--- src/core/asc_pkg.sv ---
/*
 * Constants shared by the analogue sensor scaling block: sample range,
 * fault bounds, calibration defaults, output domain and timing counts.
 * Assumes a 10 MHz system clock.
 */
package asc_pkg;
    // ****************************************************************
    // sample range and checks
    // ****************************************************************
    localparam logic [9:0]  ADC_MAX         = 10'h3FF;
    localparam logic [9:0]  FAULT_LOW       = 10'h014;
    localparam logic [9:0]  FAULT_HIGH      = 10'h3C7;
    localparam logic [9:0]  CENTER_MIN      = 10'h01E;
    localparam logic [9:0]  CENTER_MAX      = 10'h3BD;
    localparam logic [9:0]  VEXT_NOMINAL    = 10'h200;
    // ****************************************************************
    // calibration points and reset values
    // ****************************************************************
    localparam logic [2:0]  PT_FULL_LEFT    = 3'h0;
    localparam logic [2:0]  PT_HALF_LEFT    = 3'h1;
    localparam logic [2:0]  PT_CENTER       = 3'h2;
    localparam logic [2:0]  PT_HALF_RIGHT   = 3'h3;
    localparam logic [2:0]  PT_FULL_RIGHT   = 3'h4;
    localparam logic [2:0]  PT_CURVE_SELECT = 3'h5;
    localparam logic [2:0]  PT_RATIOMETRIC  = 3'h6;
    localparam logic [9:0]  RST_FULL_LEFT   = 10'h064;
    localparam logic [9:0]  RST_HALF_LEFT   = 10'h12C;
    localparam logic [9:0]  RST_CENTER      = 10'h1F4;
    localparam logic [9:0]  RST_HALF_RIGHT  = 10'h2BC;
    localparam logic [9:0]  RST_FULL_RIGHT  = 10'h384;
    localparam logic [7:0]  CURVE_LINEAR    = 8'hFF;
    localparam logic [7:0]  CURVE_NONLINEAR = 8'h00;
    localparam logic [1:0]  RST_RATIOMETRIC = 2'h0;
    localparam logic [7:0]  STATUS_SET_ONE  = 8'h01;
    // ****************************************************************
    // output domain and timing
    // ****************************************************************
    localparam logic signed [11:0] OUT_FULL = 12'h3E8;
    localparam logic signed [11:0] OUT_HALF = 12'h1F4;
    localparam int AVG_DEPTH      = 5;
    localparam int CLOCK_NS       = 100;
    localparam int WINDOW_NS      = 5000000;
    localparam int SAMPLE_NS      = WINDOW_NS / AVG_DEPTH;
    localparam int SAMPLE_CYCLES  = (SAMPLE_NS + CLOCK_NS - 1) / CLOCK_NS;

    typedef enum logic {ASC_STREAM_IDLE, ASC_STREAM_ON} asc_stream_t;
endpackage

--- src/core/asc_scaler.sv ---
/*
 * Two-channel analogue sensor scaling: synchronise, average, compensate,
 * range-check and map samples into the -1000..+1000 calculation domain;
 * echo readings as a status stream on request.
 * Assumes sample words arrive on pins asynchronously and the calibration
 * and stream requests come from logic on the same clock.
 */
`timescale 1ns/1ps
`default_nettype none
module asc_scaler
    import asc_pkg::*;
#(
    parameter int SAMPLE_PERIOD = SAMPLE_CYCLES
) (
    // clock and reset
    input  wire logic               clock,
    input  wire logic               rst_b,
    // sensor pins
    input  wire logic [9:0]         analog_in_one,
    input  wire logic [9:0]         analog_in_two,
    input  wire logic [9:0]         spool_pos_reading,
    input  wire logic [9:0]         vext_reading,
    // mapping
    input  wire logic [1:0]         ch_mapped,
    input  wire logic [1:0]         actuator_channel,
    // calibration writes
    input  wire logic               cal_wr_valid,
    input  wire logic               cal_wr_channel,
    input  wire logic [2:0]         cal_wr_index,
    input  wire logic [9:0]         cal_wr_data,
    output logic                    cal_wr_done,
    output logic                    cal_wr_refused,
    // status stream
    input  wire logic               status_stream_request,
    input  wire logic               status_stream_start,
    input  wire logic [7:0]         status_set,
    input  wire logic signed [11:0] spool_setpoint,
    output logic                    stream_active,
    output logic                    status_valid,
    output logic [9:0]              status_ch1,
    output logic [9:0]              status_ch2,
    output logic [9:0]              status_spool_pos,
    output logic signed [11:0]      status_spool_setpoint,
    // scaled results
    output logic signed [11:0]      scaled_ch1,
    output logic signed [11:0]      scaled_ch2,
    output logic [1:0]              signal_fault,
    output logic signed [11:0]      actuator_position,
    output logic                    actuator_valid
);
    // ****************************************************************
    // functions
    // ****************************************************************
    function automatic logic [9:0] asc_average(input logic [12:0] sum);
        logic [29:0] prod;
        prod = 30'(sum) * 30'h0000CCCD;
        return prod[27:18];
    endfunction

    function automatic logic [9:0] asc_compensate(input logic [9:0] avg, input logic [9:0] vext);
        logic [19:0] q;
        q = (vext == 10'h000) ? 20'(ADC_MAX) : (20'(avg) * 20'(VEXT_NOMINAL)) / 20'(vext);
        return (q > 20'(ADC_MAX)) ? ADC_MAX : q[9:0];
    endfunction

    function automatic logic asc_monotonic(input logic [49:0] pts, input logic five);
        logic [9:0] p [5];
        logic       rise;
        logic       ok;
        for (int i = 0; i < 5; i++) p[i] = pts[i*10 +: 10];
        rise = p[4] > p[0];
        ok = p[4] != p[0];
        if (five) begin
            for (int i = 0; i < 4; i++) ok = ok && (rise ? p[i+1] > p[i] : p[i+1] < p[i]);
        end else begin
            ok = ok && (rise ? (p[2] > p[0] && p[4] > p[2]) : (p[2] < p[0] && p[4] < p[2]));
        end
        return ok;
    endfunction

    function automatic logic signed [11:0] asc_interp(input logic [9:0] s, input logic [49:0] pts,
                                                      input logic five);
        logic signed [11:0] x [5];
        logic signed [11:0] y [5];
        logic signed [11:0] sx;
        logic               rise;
        logic [2:0]         k;
        logic [2:0]         lo;
        logic [2:0]         hi;
        logic signed [23:0] num;
        logic signed [23:0] den;
        logic signed [23:0] r;
        for (int i = 0; i < 5; i++) x[i] = signed'({2'h0, pts[i*10 +: 10]});
        y[0] = -OUT_FULL;
        y[1] = -OUT_HALF;
        y[2] = 12'sh000;
        y[3] = OUT_HALF;
        y[4] = OUT_FULL;
        sx = signed'({2'h0, s});
        rise = x[4] > x[0];
        k = 3'h0;
        for (int i = 1; i < 4; i++) begin
            if ((five || i == 2) && (rise ? sx >= x[i] : sx <= x[i])) k = 3'(i);
        end
        lo = five ? k : ((k < 3'h2) ? 3'h0 : 3'h2);
        hi = five ? 3'(k + 3'h1) : 3'(lo + 3'h2);
        num = 24'(sx - x[lo]) * 24'(y[hi] - y[lo]);
        den = 24'(x[hi] - x[lo]);
        r = (den == 24'sh0) ? 24'(y[lo]) : 24'(y[lo]) + num / den;
        if (r > 24'(OUT_FULL)) r = 24'(OUT_FULL);
        if (r < -24'(OUT_FULL)) r = -24'(OUT_FULL);
        return 12'(r);
    endfunction

    // ****************************************************************
    // reset release and pin synchronisers
    // ****************************************************************
    logic [1:0] rst_pipe_reg;
    logic       rst_n_sync;
    logic [9:0] pin_s1_reg [4];
    logic [9:0] pin_s2_reg [4];

    always_ff @(posedge clock or negedge rst_b) begin
        if (!rst_b) begin
            rst_pipe_reg <= 2'h0;
        end else begin
            rst_pipe_reg <= {rst_pipe_reg[0], 1'b1};
        end
    end
    assign rst_n_sync = rst_pipe_reg[1];

    always_ff @(posedge clock or negedge rst_n_sync) begin
        if (!rst_n_sync) begin
            for (int i = 0; i < 4; i++) begin
                pin_s1_reg[i] <= 10'h000;
                pin_s2_reg[i] <= 10'h000;
            end
        end else begin
            pin_s1_reg[0] <= analog_in_one;
            pin_s1_reg[1] <= analog_in_two;
            pin_s1_reg[2] <= spool_pos_reading;
            pin_s1_reg[3] <= vext_reading;
            for (int i = 0; i < 4; i++) pin_s2_reg[i] <= pin_s1_reg[i];
        end
    end

    // ****************************************************************
    // sample tick and running average
    // ****************************************************************
    logic [15:0] tick_cnt_reg;
    logic [15:0] tick_cnt_next;
    logic        tick;
    logic [9:0]  hist_reg  [2][AVG_DEPTH];
    logic [9:0]  hist_next [2][AVG_DEPTH];
    logic [9:0]  avg       [2];
    logic [9:0]  checked   [2];
    logic [1:0]  ratiometric_select_reg;

    always_comb begin
        tick = tick_cnt_reg == 16'(SAMPLE_PERIOD - 1);
        tick_cnt_next = tick ? 16'h0000 : 16'(tick_cnt_reg + 16'h0001);
        hist_next = hist_reg;
        for (int c = 0; c < 2; c++) begin
            if (tick) begin
                for (int i = AVG_DEPTH - 1; i > 0; i--) hist_next[c][i] = hist_reg[c][i-1];
                hist_next[c][0] = pin_s2_reg[c];
            end
            avg[c] = asc_average(13'(hist_reg[c][0]) + 13'(hist_reg[c][1]) + 13'(hist_reg[c][2])
                                 + 13'(hist_reg[c][3]) + 13'(hist_reg[c][4]));
            checked[c] = ratiometric_select_reg[c] ? asc_compensate(avg[c], pin_s2_reg[3])
                                                  : avg[c];
        end
    end

    always_ff @(posedge clock or negedge rst_n_sync) begin
        if (!rst_n_sync) begin
            tick_cnt_reg <= 16'h0000;
            for (int c = 0; c < 2; c++) begin
                for (int i = 0; i < AVG_DEPTH; i++) hist_reg[c][i] <= 10'h000;
            end
        end else begin
            tick_cnt_reg <= tick_cnt_next;
            hist_reg <= hist_next;
        end
    end

    // ****************************************************************
    // calibration store
    // ****************************************************************
    logic [49:0] pts_reg      [2];
    logic [49:0] pts_next     [2];
    logic [7:0]  curve_reg    [2];
    logic [7:0]  curve_next   [2];
    logic [1:0]  ratio_next;
    logic [49:0] cand;
    logic [7:0]  cand_curve;
    logic        wr_ok;
    logic        done_next;
    logic        refused_next;

    always_comb begin
        pts_next = pts_reg;
        curve_next = curve_reg;
        ratio_next = ratiometric_select_reg;
        cand = pts_reg[cal_wr_channel];
        cand_curve = curve_reg[cal_wr_channel];
        if (cal_wr_index <= PT_FULL_RIGHT) cand[cal_wr_index*10 +: 10] = cal_wr_data;
        if (cal_wr_index == PT_CURVE_SELECT) cand_curve = cal_wr_data[7:0];
        wr_ok = (cal_wr_index == PT_RATIOMETRIC) ? cal_wr_data[9:2] == 8'h00
              : (cal_wr_index <= PT_CURVE_SELECT)
                && (cal_wr_index != PT_CURVE_SELECT || cal_wr_data[9:8] == 2'h0)
                && (cand_curve == CURVE_LINEAR || cand_curve == CURVE_NONLINEAR)
                && asc_monotonic(cand, cand_curve == CURVE_NONLINEAR)
                && cand[20 +: 10] >= CENTER_MIN && cand[20 +: 10] <= CENTER_MAX;
        done_next = cal_wr_valid && wr_ok;
        refused_next = cal_wr_valid && !wr_ok;
        if (done_next) begin
            if (cal_wr_index == PT_RATIOMETRIC) begin
                ratio_next = cal_wr_data[1:0];
            end else begin
                pts_next[cal_wr_channel] = cand;
                curve_next[cal_wr_channel] = cand_curve;
            end
        end
    end

    always_ff @(posedge clock or negedge rst_n_sync) begin
        if (!rst_n_sync) begin
            for (int c = 0; c < 2; c++) begin
                pts_reg[c] <= {RST_FULL_RIGHT, RST_HALF_RIGHT, RST_CENTER, RST_HALF_LEFT,
                               RST_FULL_LEFT};
                curve_reg[c] <= CURVE_LINEAR;
            end
            ratiometric_select_reg <= RST_RATIOMETRIC;
            cal_wr_done <= 1'b0;
            cal_wr_refused <= 1'b0;
        end else begin
            pts_reg <= pts_next;
            curve_reg <= curve_next;
            ratiometric_select_reg <= ratio_next;
            cal_wr_done <= done_next;
            cal_wr_refused <= refused_next;
        end
    end

    // ****************************************************************
    // scaling, range check, actuator and status stream
    // ****************************************************************
    logic signed [11:0] scaled_next [2];
    logic [1:0]         fault_next;
    logic signed [11:0] act_next;
    logic               act_valid_next;
    asc_stream_t        stream_reg;
    asc_stream_t        stream_next;
    logic               svalid_next;
    logic [9:0]         sch1_next;
    logic [9:0]         sch2_next;
    logic [9:0]         spos_next;
    logic signed [11:0] sset_next;

    always_comb begin
        for (int c = 0; c < 2; c++) begin
            scaled_next[c] = asc_interp(checked[c], pts_reg[c],
                                        curve_reg[c] == CURVE_NONLINEAR);
            fault_next[c] = ch_mapped[c]
                            && (checked[c] < FAULT_LOW || checked[c] > FAULT_HIGH);
        end
        act_valid_next = actuator_channel == 2'h1 || actuator_channel == 2'h2;
        act_next = (actuator_channel == 2'h2) ? scaled_next[1] : scaled_next[0];
        stream_next = stream_reg;
        if (status_stream_request && status_set == STATUS_SET_ONE) begin
            stream_next = status_stream_start ? ASC_STREAM_ON : ASC_STREAM_IDLE;
        end
        case (stream_reg)
            ASC_STREAM_IDLE: svalid_next = 1'b0;
            ASC_STREAM_ON:   svalid_next = tick;
            default:         svalid_next = 1'b0;
        endcase
        sch1_next = svalid_next ? avg[0] : status_ch1;
        sch2_next = svalid_next ? avg[1] : status_ch2;
        spos_next = svalid_next ? pin_s2_reg[2] : status_spool_pos;
        sset_next = svalid_next ? spool_setpoint : status_spool_setpoint;
    end

    always_ff @(posedge clock or negedge rst_n_sync) begin
        if (!rst_n_sync) begin
            scaled_ch1 <= 12'sh000;
            scaled_ch2 <= 12'sh000;
            signal_fault <= 2'h0;
            actuator_position <= 12'sh000;
            actuator_valid <= 1'b0;
            stream_reg <= ASC_STREAM_IDLE;
            status_valid <= 1'b0;
            status_ch1 <= 10'h000;
            status_ch2 <= 10'h000;
            status_spool_pos <= 10'h000;
            status_spool_setpoint <= 12'sh000;
        end else begin
            scaled_ch1 <= scaled_next[0];
            scaled_ch2 <= scaled_next[1];
            signal_fault <= fault_next;
            actuator_position <= act_next;
            actuator_valid <= act_valid_next;
            stream_reg <= stream_next;
            status_valid <= svalid_next;
            status_ch1 <= sch1_next;
            status_ch2 <= sch2_next;
            status_spool_pos <= spos_next;
            status_spool_setpoint <= sset_next;
        end
    end
    assign stream_active = stream_reg == ASC_STREAM_ON;
endmodule
`default_nettype wire

--- config.mk ---
export PLATFORM = sky130hd
export DESIGN_NAME = asc_scaler
export DESIGN_NICKNAME = d
export VERILOG_FILES = /design/src/core/asc_pkg.sv /design/src/core/asc_scaler.sv
export SDC_FILE = /design/constraint.sdc
export NUM_CORES = 2
export LEC_CHECK = 0
export BUFFER_PORTS_ARGS = -buffer_cell sky130_fd_sc_hd__buf_2
export CAP_MARGIN = 0
export CORE_ASPECT_RATIO = 1.75
export CORE_MARGIN = 2
export CORE_UTILIZATION = 50
export DETAILED_ROUTE_END_ITERATION = 8
export GPL_TIMING_DRIVEN = 0
export PLACE_DENSITY_LB_ADDON = 0.3
export SKIP_CTS_REPAIR_TIMING = 1
export SYNTH_ARGS = -nofsm -noshare
export SYNTH_HDL_FRONTEND = slang
export SYNTH_SLANG_ARGS = --single-unit
--- constraint.sdc ---
create_clock -name clock -period 16.3 [get_ports clock]
set_input_delay 1.63 -clock clock [delete_from_list [all_inputs] [get_ports clock]]
set_output_delay 1.63 -clock clock [all_outputs]
set_load 0.01 [all_outputs]
**Word-level counts from Yosys, hierarchy flattened**

Memory sizes are Yosys's and may differ from the RTL's.
Cells that the tools add are included.

- Flip-flop bits (word level): 401
- Bits in read-only memories: 384
- Output and inout bits: 85
- Memories kept: 4

- Add/subtract/negate cells: 22
- Multiply operators: 5
- Divide/modulo/power cells: 4
- Magnitude comparators: 49
- Equality and inequality tests: 9
- Shift operators: 2
- Mux-type cells: 76
- Bitwise gates (word level): 7
- Reduce and logical (&&, ||, !) cells: 38

Memories:

| memory | words | width | rd ports | clocked after memory_dff | wr ports | line | source |
|---|---|---|---|---|---|---|---|
| (no name shown) | 8 | 12 | 1 | 0 | 0 | asc_scaler.sv:107 | `num = 24'(sx - x[lo]) * 24'(y[hi] - y[lo]);` |
| (no name shown) | 8 | 12 | 1 | 0 | 0 | asc_scaler.sv:109 | `r = (den == 24'sh0) ? 24'(y[lo]) : 24'(y[lo]) + num / den;` |
| (no name shown) | 8 | 12 | 1 | 0 | 0 | asc_scaler.sv:107 |  |
| (no name shown) | 8 | 12 | 1 | 0 | 0 | asc_scaler.sv:109 |  |

Operators by type and width:

| operator | number |
|---|---|
| 2-to-1 mux 50 bit | 5 |
| 2-to-1 mux 12 bit | 19 |
| binary-select mux 12 bit (select 3 bit) | 4 |
| bitwise mux 100 bit | 1 |
| 2-to-1 mux 24 bit | 4 |
| greater-than comparator 10 bit | 9 |
| >= comparator 10 bit | 6 |
| less-or-equal comparator 10 bit | 6 |
| < comparator 10 bit | 6 |
| multiplier 13 x 16 -> 28 bit (second input constant) | 2 |
| subtractor 12 x 12 -> 13 bit | 4 |
| bitwise mux 50 bit | 1 |
| demux 50 bit (select 1 bit) | 1 |
| variable shift 10 x 34 -> 50 bit (first input constant) | 1 |
| indexed part select 10 x 34 -> 50 bit | 1 |
| adder 12 x 24 -> 24 bit | 2 |
| divider 24 x 24 -> 24 bit | 2 |
| greater-than comparator 24 x 11 -> 1 bit (second input constant) | 2 |
| zero test 24 bit | 2 |
| < comparator 24 x 11 -> 1 bit (second input constant) | 2 |
| multiplier 13 x 13 -> 24 bit | 2 |
| divider 19 x 10 -> 20 bit | 2 |
| greater-than comparator 20 x 10 -> 1 bit (second input constant) | 2 |
| 2-to-1 mux 10 bit | 4 |
| other kinds (47) | 122 |

**Depth between registers and ports, before layout**

- Depth in word-level cells: 35
- Gate-level depth with buffers: 752
- Gate-level depth less buffers: 720

**Worst setup path before layout**

No wires, ideal clock.

- Kind: register -> register
- From: register hist_reg[3] (netlist name)
- To: register actuator_position[5]
- Arrival: 129.943 ns
- Required time: 16.175 ns
- Setup slack: -113.768 ns
- Cell stages (with the launch flop): 714
- Buffers on the path: 38
- Clock period less this slack: 130.068 ns
- Cells stage by stage: dfrtp_1 -> inv_1 -> fa_1 -> inv_1 -> fa_1 -> inv_1 -> fa_1 -> inv_1 -> ha_1 -> nor2b_1 -> o21a_1 -> o21ai_1 -> a21oi_1 -> o41ai_2 -> xnor2_1 -> ha_1 -> fa_1 -> inv_1 -> (+678 left out) -> o21bai_1 -> a21o_1 -> a21o_1 -> a21oi_1 -> nor2b_1 -> o21a_1 -> o21ai_0 -> nand2b_1 -> a21oi_1 -> o21ai_0 -> xnor2_1 -> xnor2_1 -> nor2_1 -> xnor2_1 -> a31oi_1 -> or2_1 -> o21a_1 -> mux2_2

RTL lines:

| what | line | source |
|---|---|---|
| start, declared | asc_scaler.sv:153 | `logic [9:0] hist_reg [2][AVG_DEPTH];` |
| start signal, assigned | asc_scaler.sv:183 | `hist_reg <= hist_next;` |
| end signal, assigned | asc_scaler.sv:302 | `actuator_position <= act_next;` |
| end, declared | asc_scaler.sv:48 | `output logic signed [11:0] actuator_position,` |

==> results_dict.tcl <==
set metrics [dict create \
    async_flop_share 1.00 \
    yosys.cell_types.count 135 \
    fin_crit_sh 7.82 \
    fp.dieW_um 323 \
    cpMaxStageDelayCell "or4b_4" \
    final.setup.worst_slack_ns -111.15 \
    clkSinkCount 401 \
    required_ns 16.85 \
    ys_ff_latch 401 \
    vias 92100 \
    setup.worst_path.start_class "flop" \
    htreeDepth 2 \
    crit_fanout 10 \
    grt_max_degree 72 \
    clkTransAtPathRegs_ns 0.07 \
    antenna_found_initial 14 \
    dp.cells 14100 \
    yosysSeqAreaShare 0.114 \
    violations "max-capacitance violations, max-slew violations, negative setup slack" \
    root_buffer "clkbuf_16" \
    cts_tree "yes" \
    clk_latency_ns 0.70 \
    core_mm2 0.177 \
    place_hpwl_mm 253 \
    grt_pass1_wl_mm 471 \
    final_common_cell "ha_1" \
    worstMarginPinSlew_ns 1.61 \
    die_h_um 562 \
    setup.worst_path.start "hist_reg[11]" \
    finalHoldViolations 0 \
    viasPerCell 6.07 \
    max_stage_delay_ns 0.61 \
    gp_congestion 1.02 \
    max_cap_violations 4 \
    r2r-start "hist_reg[11]" \
    worstPathArrival_ns 128.00 \
    fin_nets 14700 \
    route.detailed.drc 0 \
    syn_inst 11400 \
    hold_class "reg2async" \
    rows 204 \
    instances_no_fill 15200 \
    slew_violations 12 \
    synth_edf_count 0 \
    yosys_warnings 0 \
    grt_setup_unrepaired "yes" \
    grt.total_usage 0.328 \
    clock.fmax_mhz 7.85 \
    dr.first_iter.drc_count 5783 \
    cts_made_buffers 48 \
    start_util 0.503 \
    tns_ns -4038.25 \
    layout_common_cells "ha_1, inv_1, buf_4" \
    pin_count 168 \
    areaGrowthSynthToFinish_pct 26.3 \
    path_common_cell "o21a_1" \
    synthesis.area_mm2 0.0889 \
    fin_skew_ns 0.0858 \
    reg2regPathDepth 706 \
    die-area_mm2 0.181 \
    finalCriticalPeriod_ns 127.45 \
    ys.flop_type "dfrtp_1" \
    syn-mean-instance-area_um2 7.82 \
    portBuffers 166 \
    relSlewSlack -0.0758 \
    ant_nets 0 \
    drive_above_1_share 0.239 \
    dr.pass1.iters 8 \
    critical_path_class "reg2reg" \
    end_kind "flop" \
    clk_path_buf_depth 3 \
    rrSetupSlack_ns -111.15 \
    grt_pass1_vias 89100 \
    setup_viol 38 \
    wl_per_cell_um 21.5 \
    wirelength_mm 326 \
    status "finished with violations" \
    overflow 0 \
]
final timing paths:
| path | to |
|---|---|
| min in group clock | pin_s2_reg[30] |
| max in group asynchronous | curve_reg[12] |
| min reg2reg | pin_s1_reg[34] |
| max | actuator_position[5] |
| max reg2reg | actuator_position[5] |
| min | pin_s1_reg[34] |
synth_stat cells, types with 20 or more instances:
library cell / instances / area, µm²
a211oi_1: 56 / 420
a21boi_0: 41 / 308
a21o_1: 291 / 2180
a21oi_1: 675 / 3380
a221oi_1: 21 / 184
a22oi_1: 29 / 218
a31oi_1: 69 / 432
and2_1: 98 / 613
and3_1: 56 / 350
and4_1: 22 / 193
buf_1: 20 / 75.1
clkbuf_1: 231 / 867
dfrtp_1: 339 / 8480
dfstp_2: 62 / 1630
fa_1: 411 / 8230
ha_1: 1482 / 18500
inv_1: 1169 / 4390
mux2_2: 270 / 3040
mux2i_1: 104 / 1040
nand2_1: 1002 / 3760
nand2b_1: 166 / 1040
nand3_1: 161 / 806
nand4_1: 130 / 813
nor2_1: 941 / 3530
nor2b_1: 206 / 1290
nor3_1: 486 / 2430
nor4_1: 49 / 307
o211ai_1: 52 / 390
o21a_1: 517 / 3880
o21ai_0: 716 / 3580
o21ai_1: 32 / 160
o21bai_1: 71 / 533
o22ai_1: 30 / 188
o31ai_1: 130 / 976
or2_2: 67 / 419
or3_1: 120 / 751
xnor2_1: 385 / 3370
xor2_1: 221 / 1940
final cells by class:
type / count / area [µm²]
diodes: 10 / 25.0
plain buffers: 256 / 2160
clock buffers: 60 / 1340
clock inverters: 30 / 387
fillers: 14900 / 64400
inverters: 1176 / 4480
multi-input cells: 9682 / 81500
flip-flops and latches: 401 / 10100
well taps: 2369 / 2960
repair buffers: 1181 / 9260
critical path, delay by kind of cell, from the launching register on:
| family | cells | cell delay, ns |
|---|---|---|
| buffers and inverters | 77 | 10.06 |
| flip-flops | 1 | 0.39 |
| multiplexers | 17 | 4.45 |
| adder cells (fa/ha/maj) | 75 | 21.49 |
| XOR/XNOR | 10 | 2.22 |
| AO/OA/AOI/OAI | 523 | 94.64 |
| AND/OR/NAND/NOR | 192 | 26.40 |
stage by stage:
| stage | setup WS, ns | area [µm²] | utilization | hold WS [ns] |
|---|---|---|---|---|
| final | -111.15 | 112000 | 0.635 | 0.323 |
| after global routing | -116.37 | 112000 | 0.635 | 0.352 |
| after CTS | -122.67 | 98900 | 0.560 | 0.343 |
| after detailed placement | -122.16 | 97200 | 0.550 | 0.335 |
| after global placement | -119.88 | 96200 | 0.545 | 0.333 |
| after floorplan | -101.73 | 92400 | - | 0.331 |
layer usage:
metal,vias to the layer above,global-route usage,share of wire
li1,42900,-,-
met1,44100,0.318,0.34
met2,3471,0.618,0.51
met3,1592,0.0377,0.051
met4,10,0.266,0.099
met5,-,0,0.00020
kinds of logic (layout without fill, tap and decap cells):
group                      after synthesis  in the layout  synth area share
and+or+nand+nor                       3630           3630             0.196
muxes                                  383            383            0.0474
buffers and inverters                 1441           2703            0.0613
AOI/OAI and AO/OA                     3009           3009             0.220
xor gates and xnor gates               608            608            0.0601
other                                    2            169         0.0000845
DFF                                    401            401             0.114
adders and majority gates             1893           1893             0.301
Power is left out: the tool's default activity adds up to more than one toggle a clock period on the data nets, which glitch-free logic cannot reach.
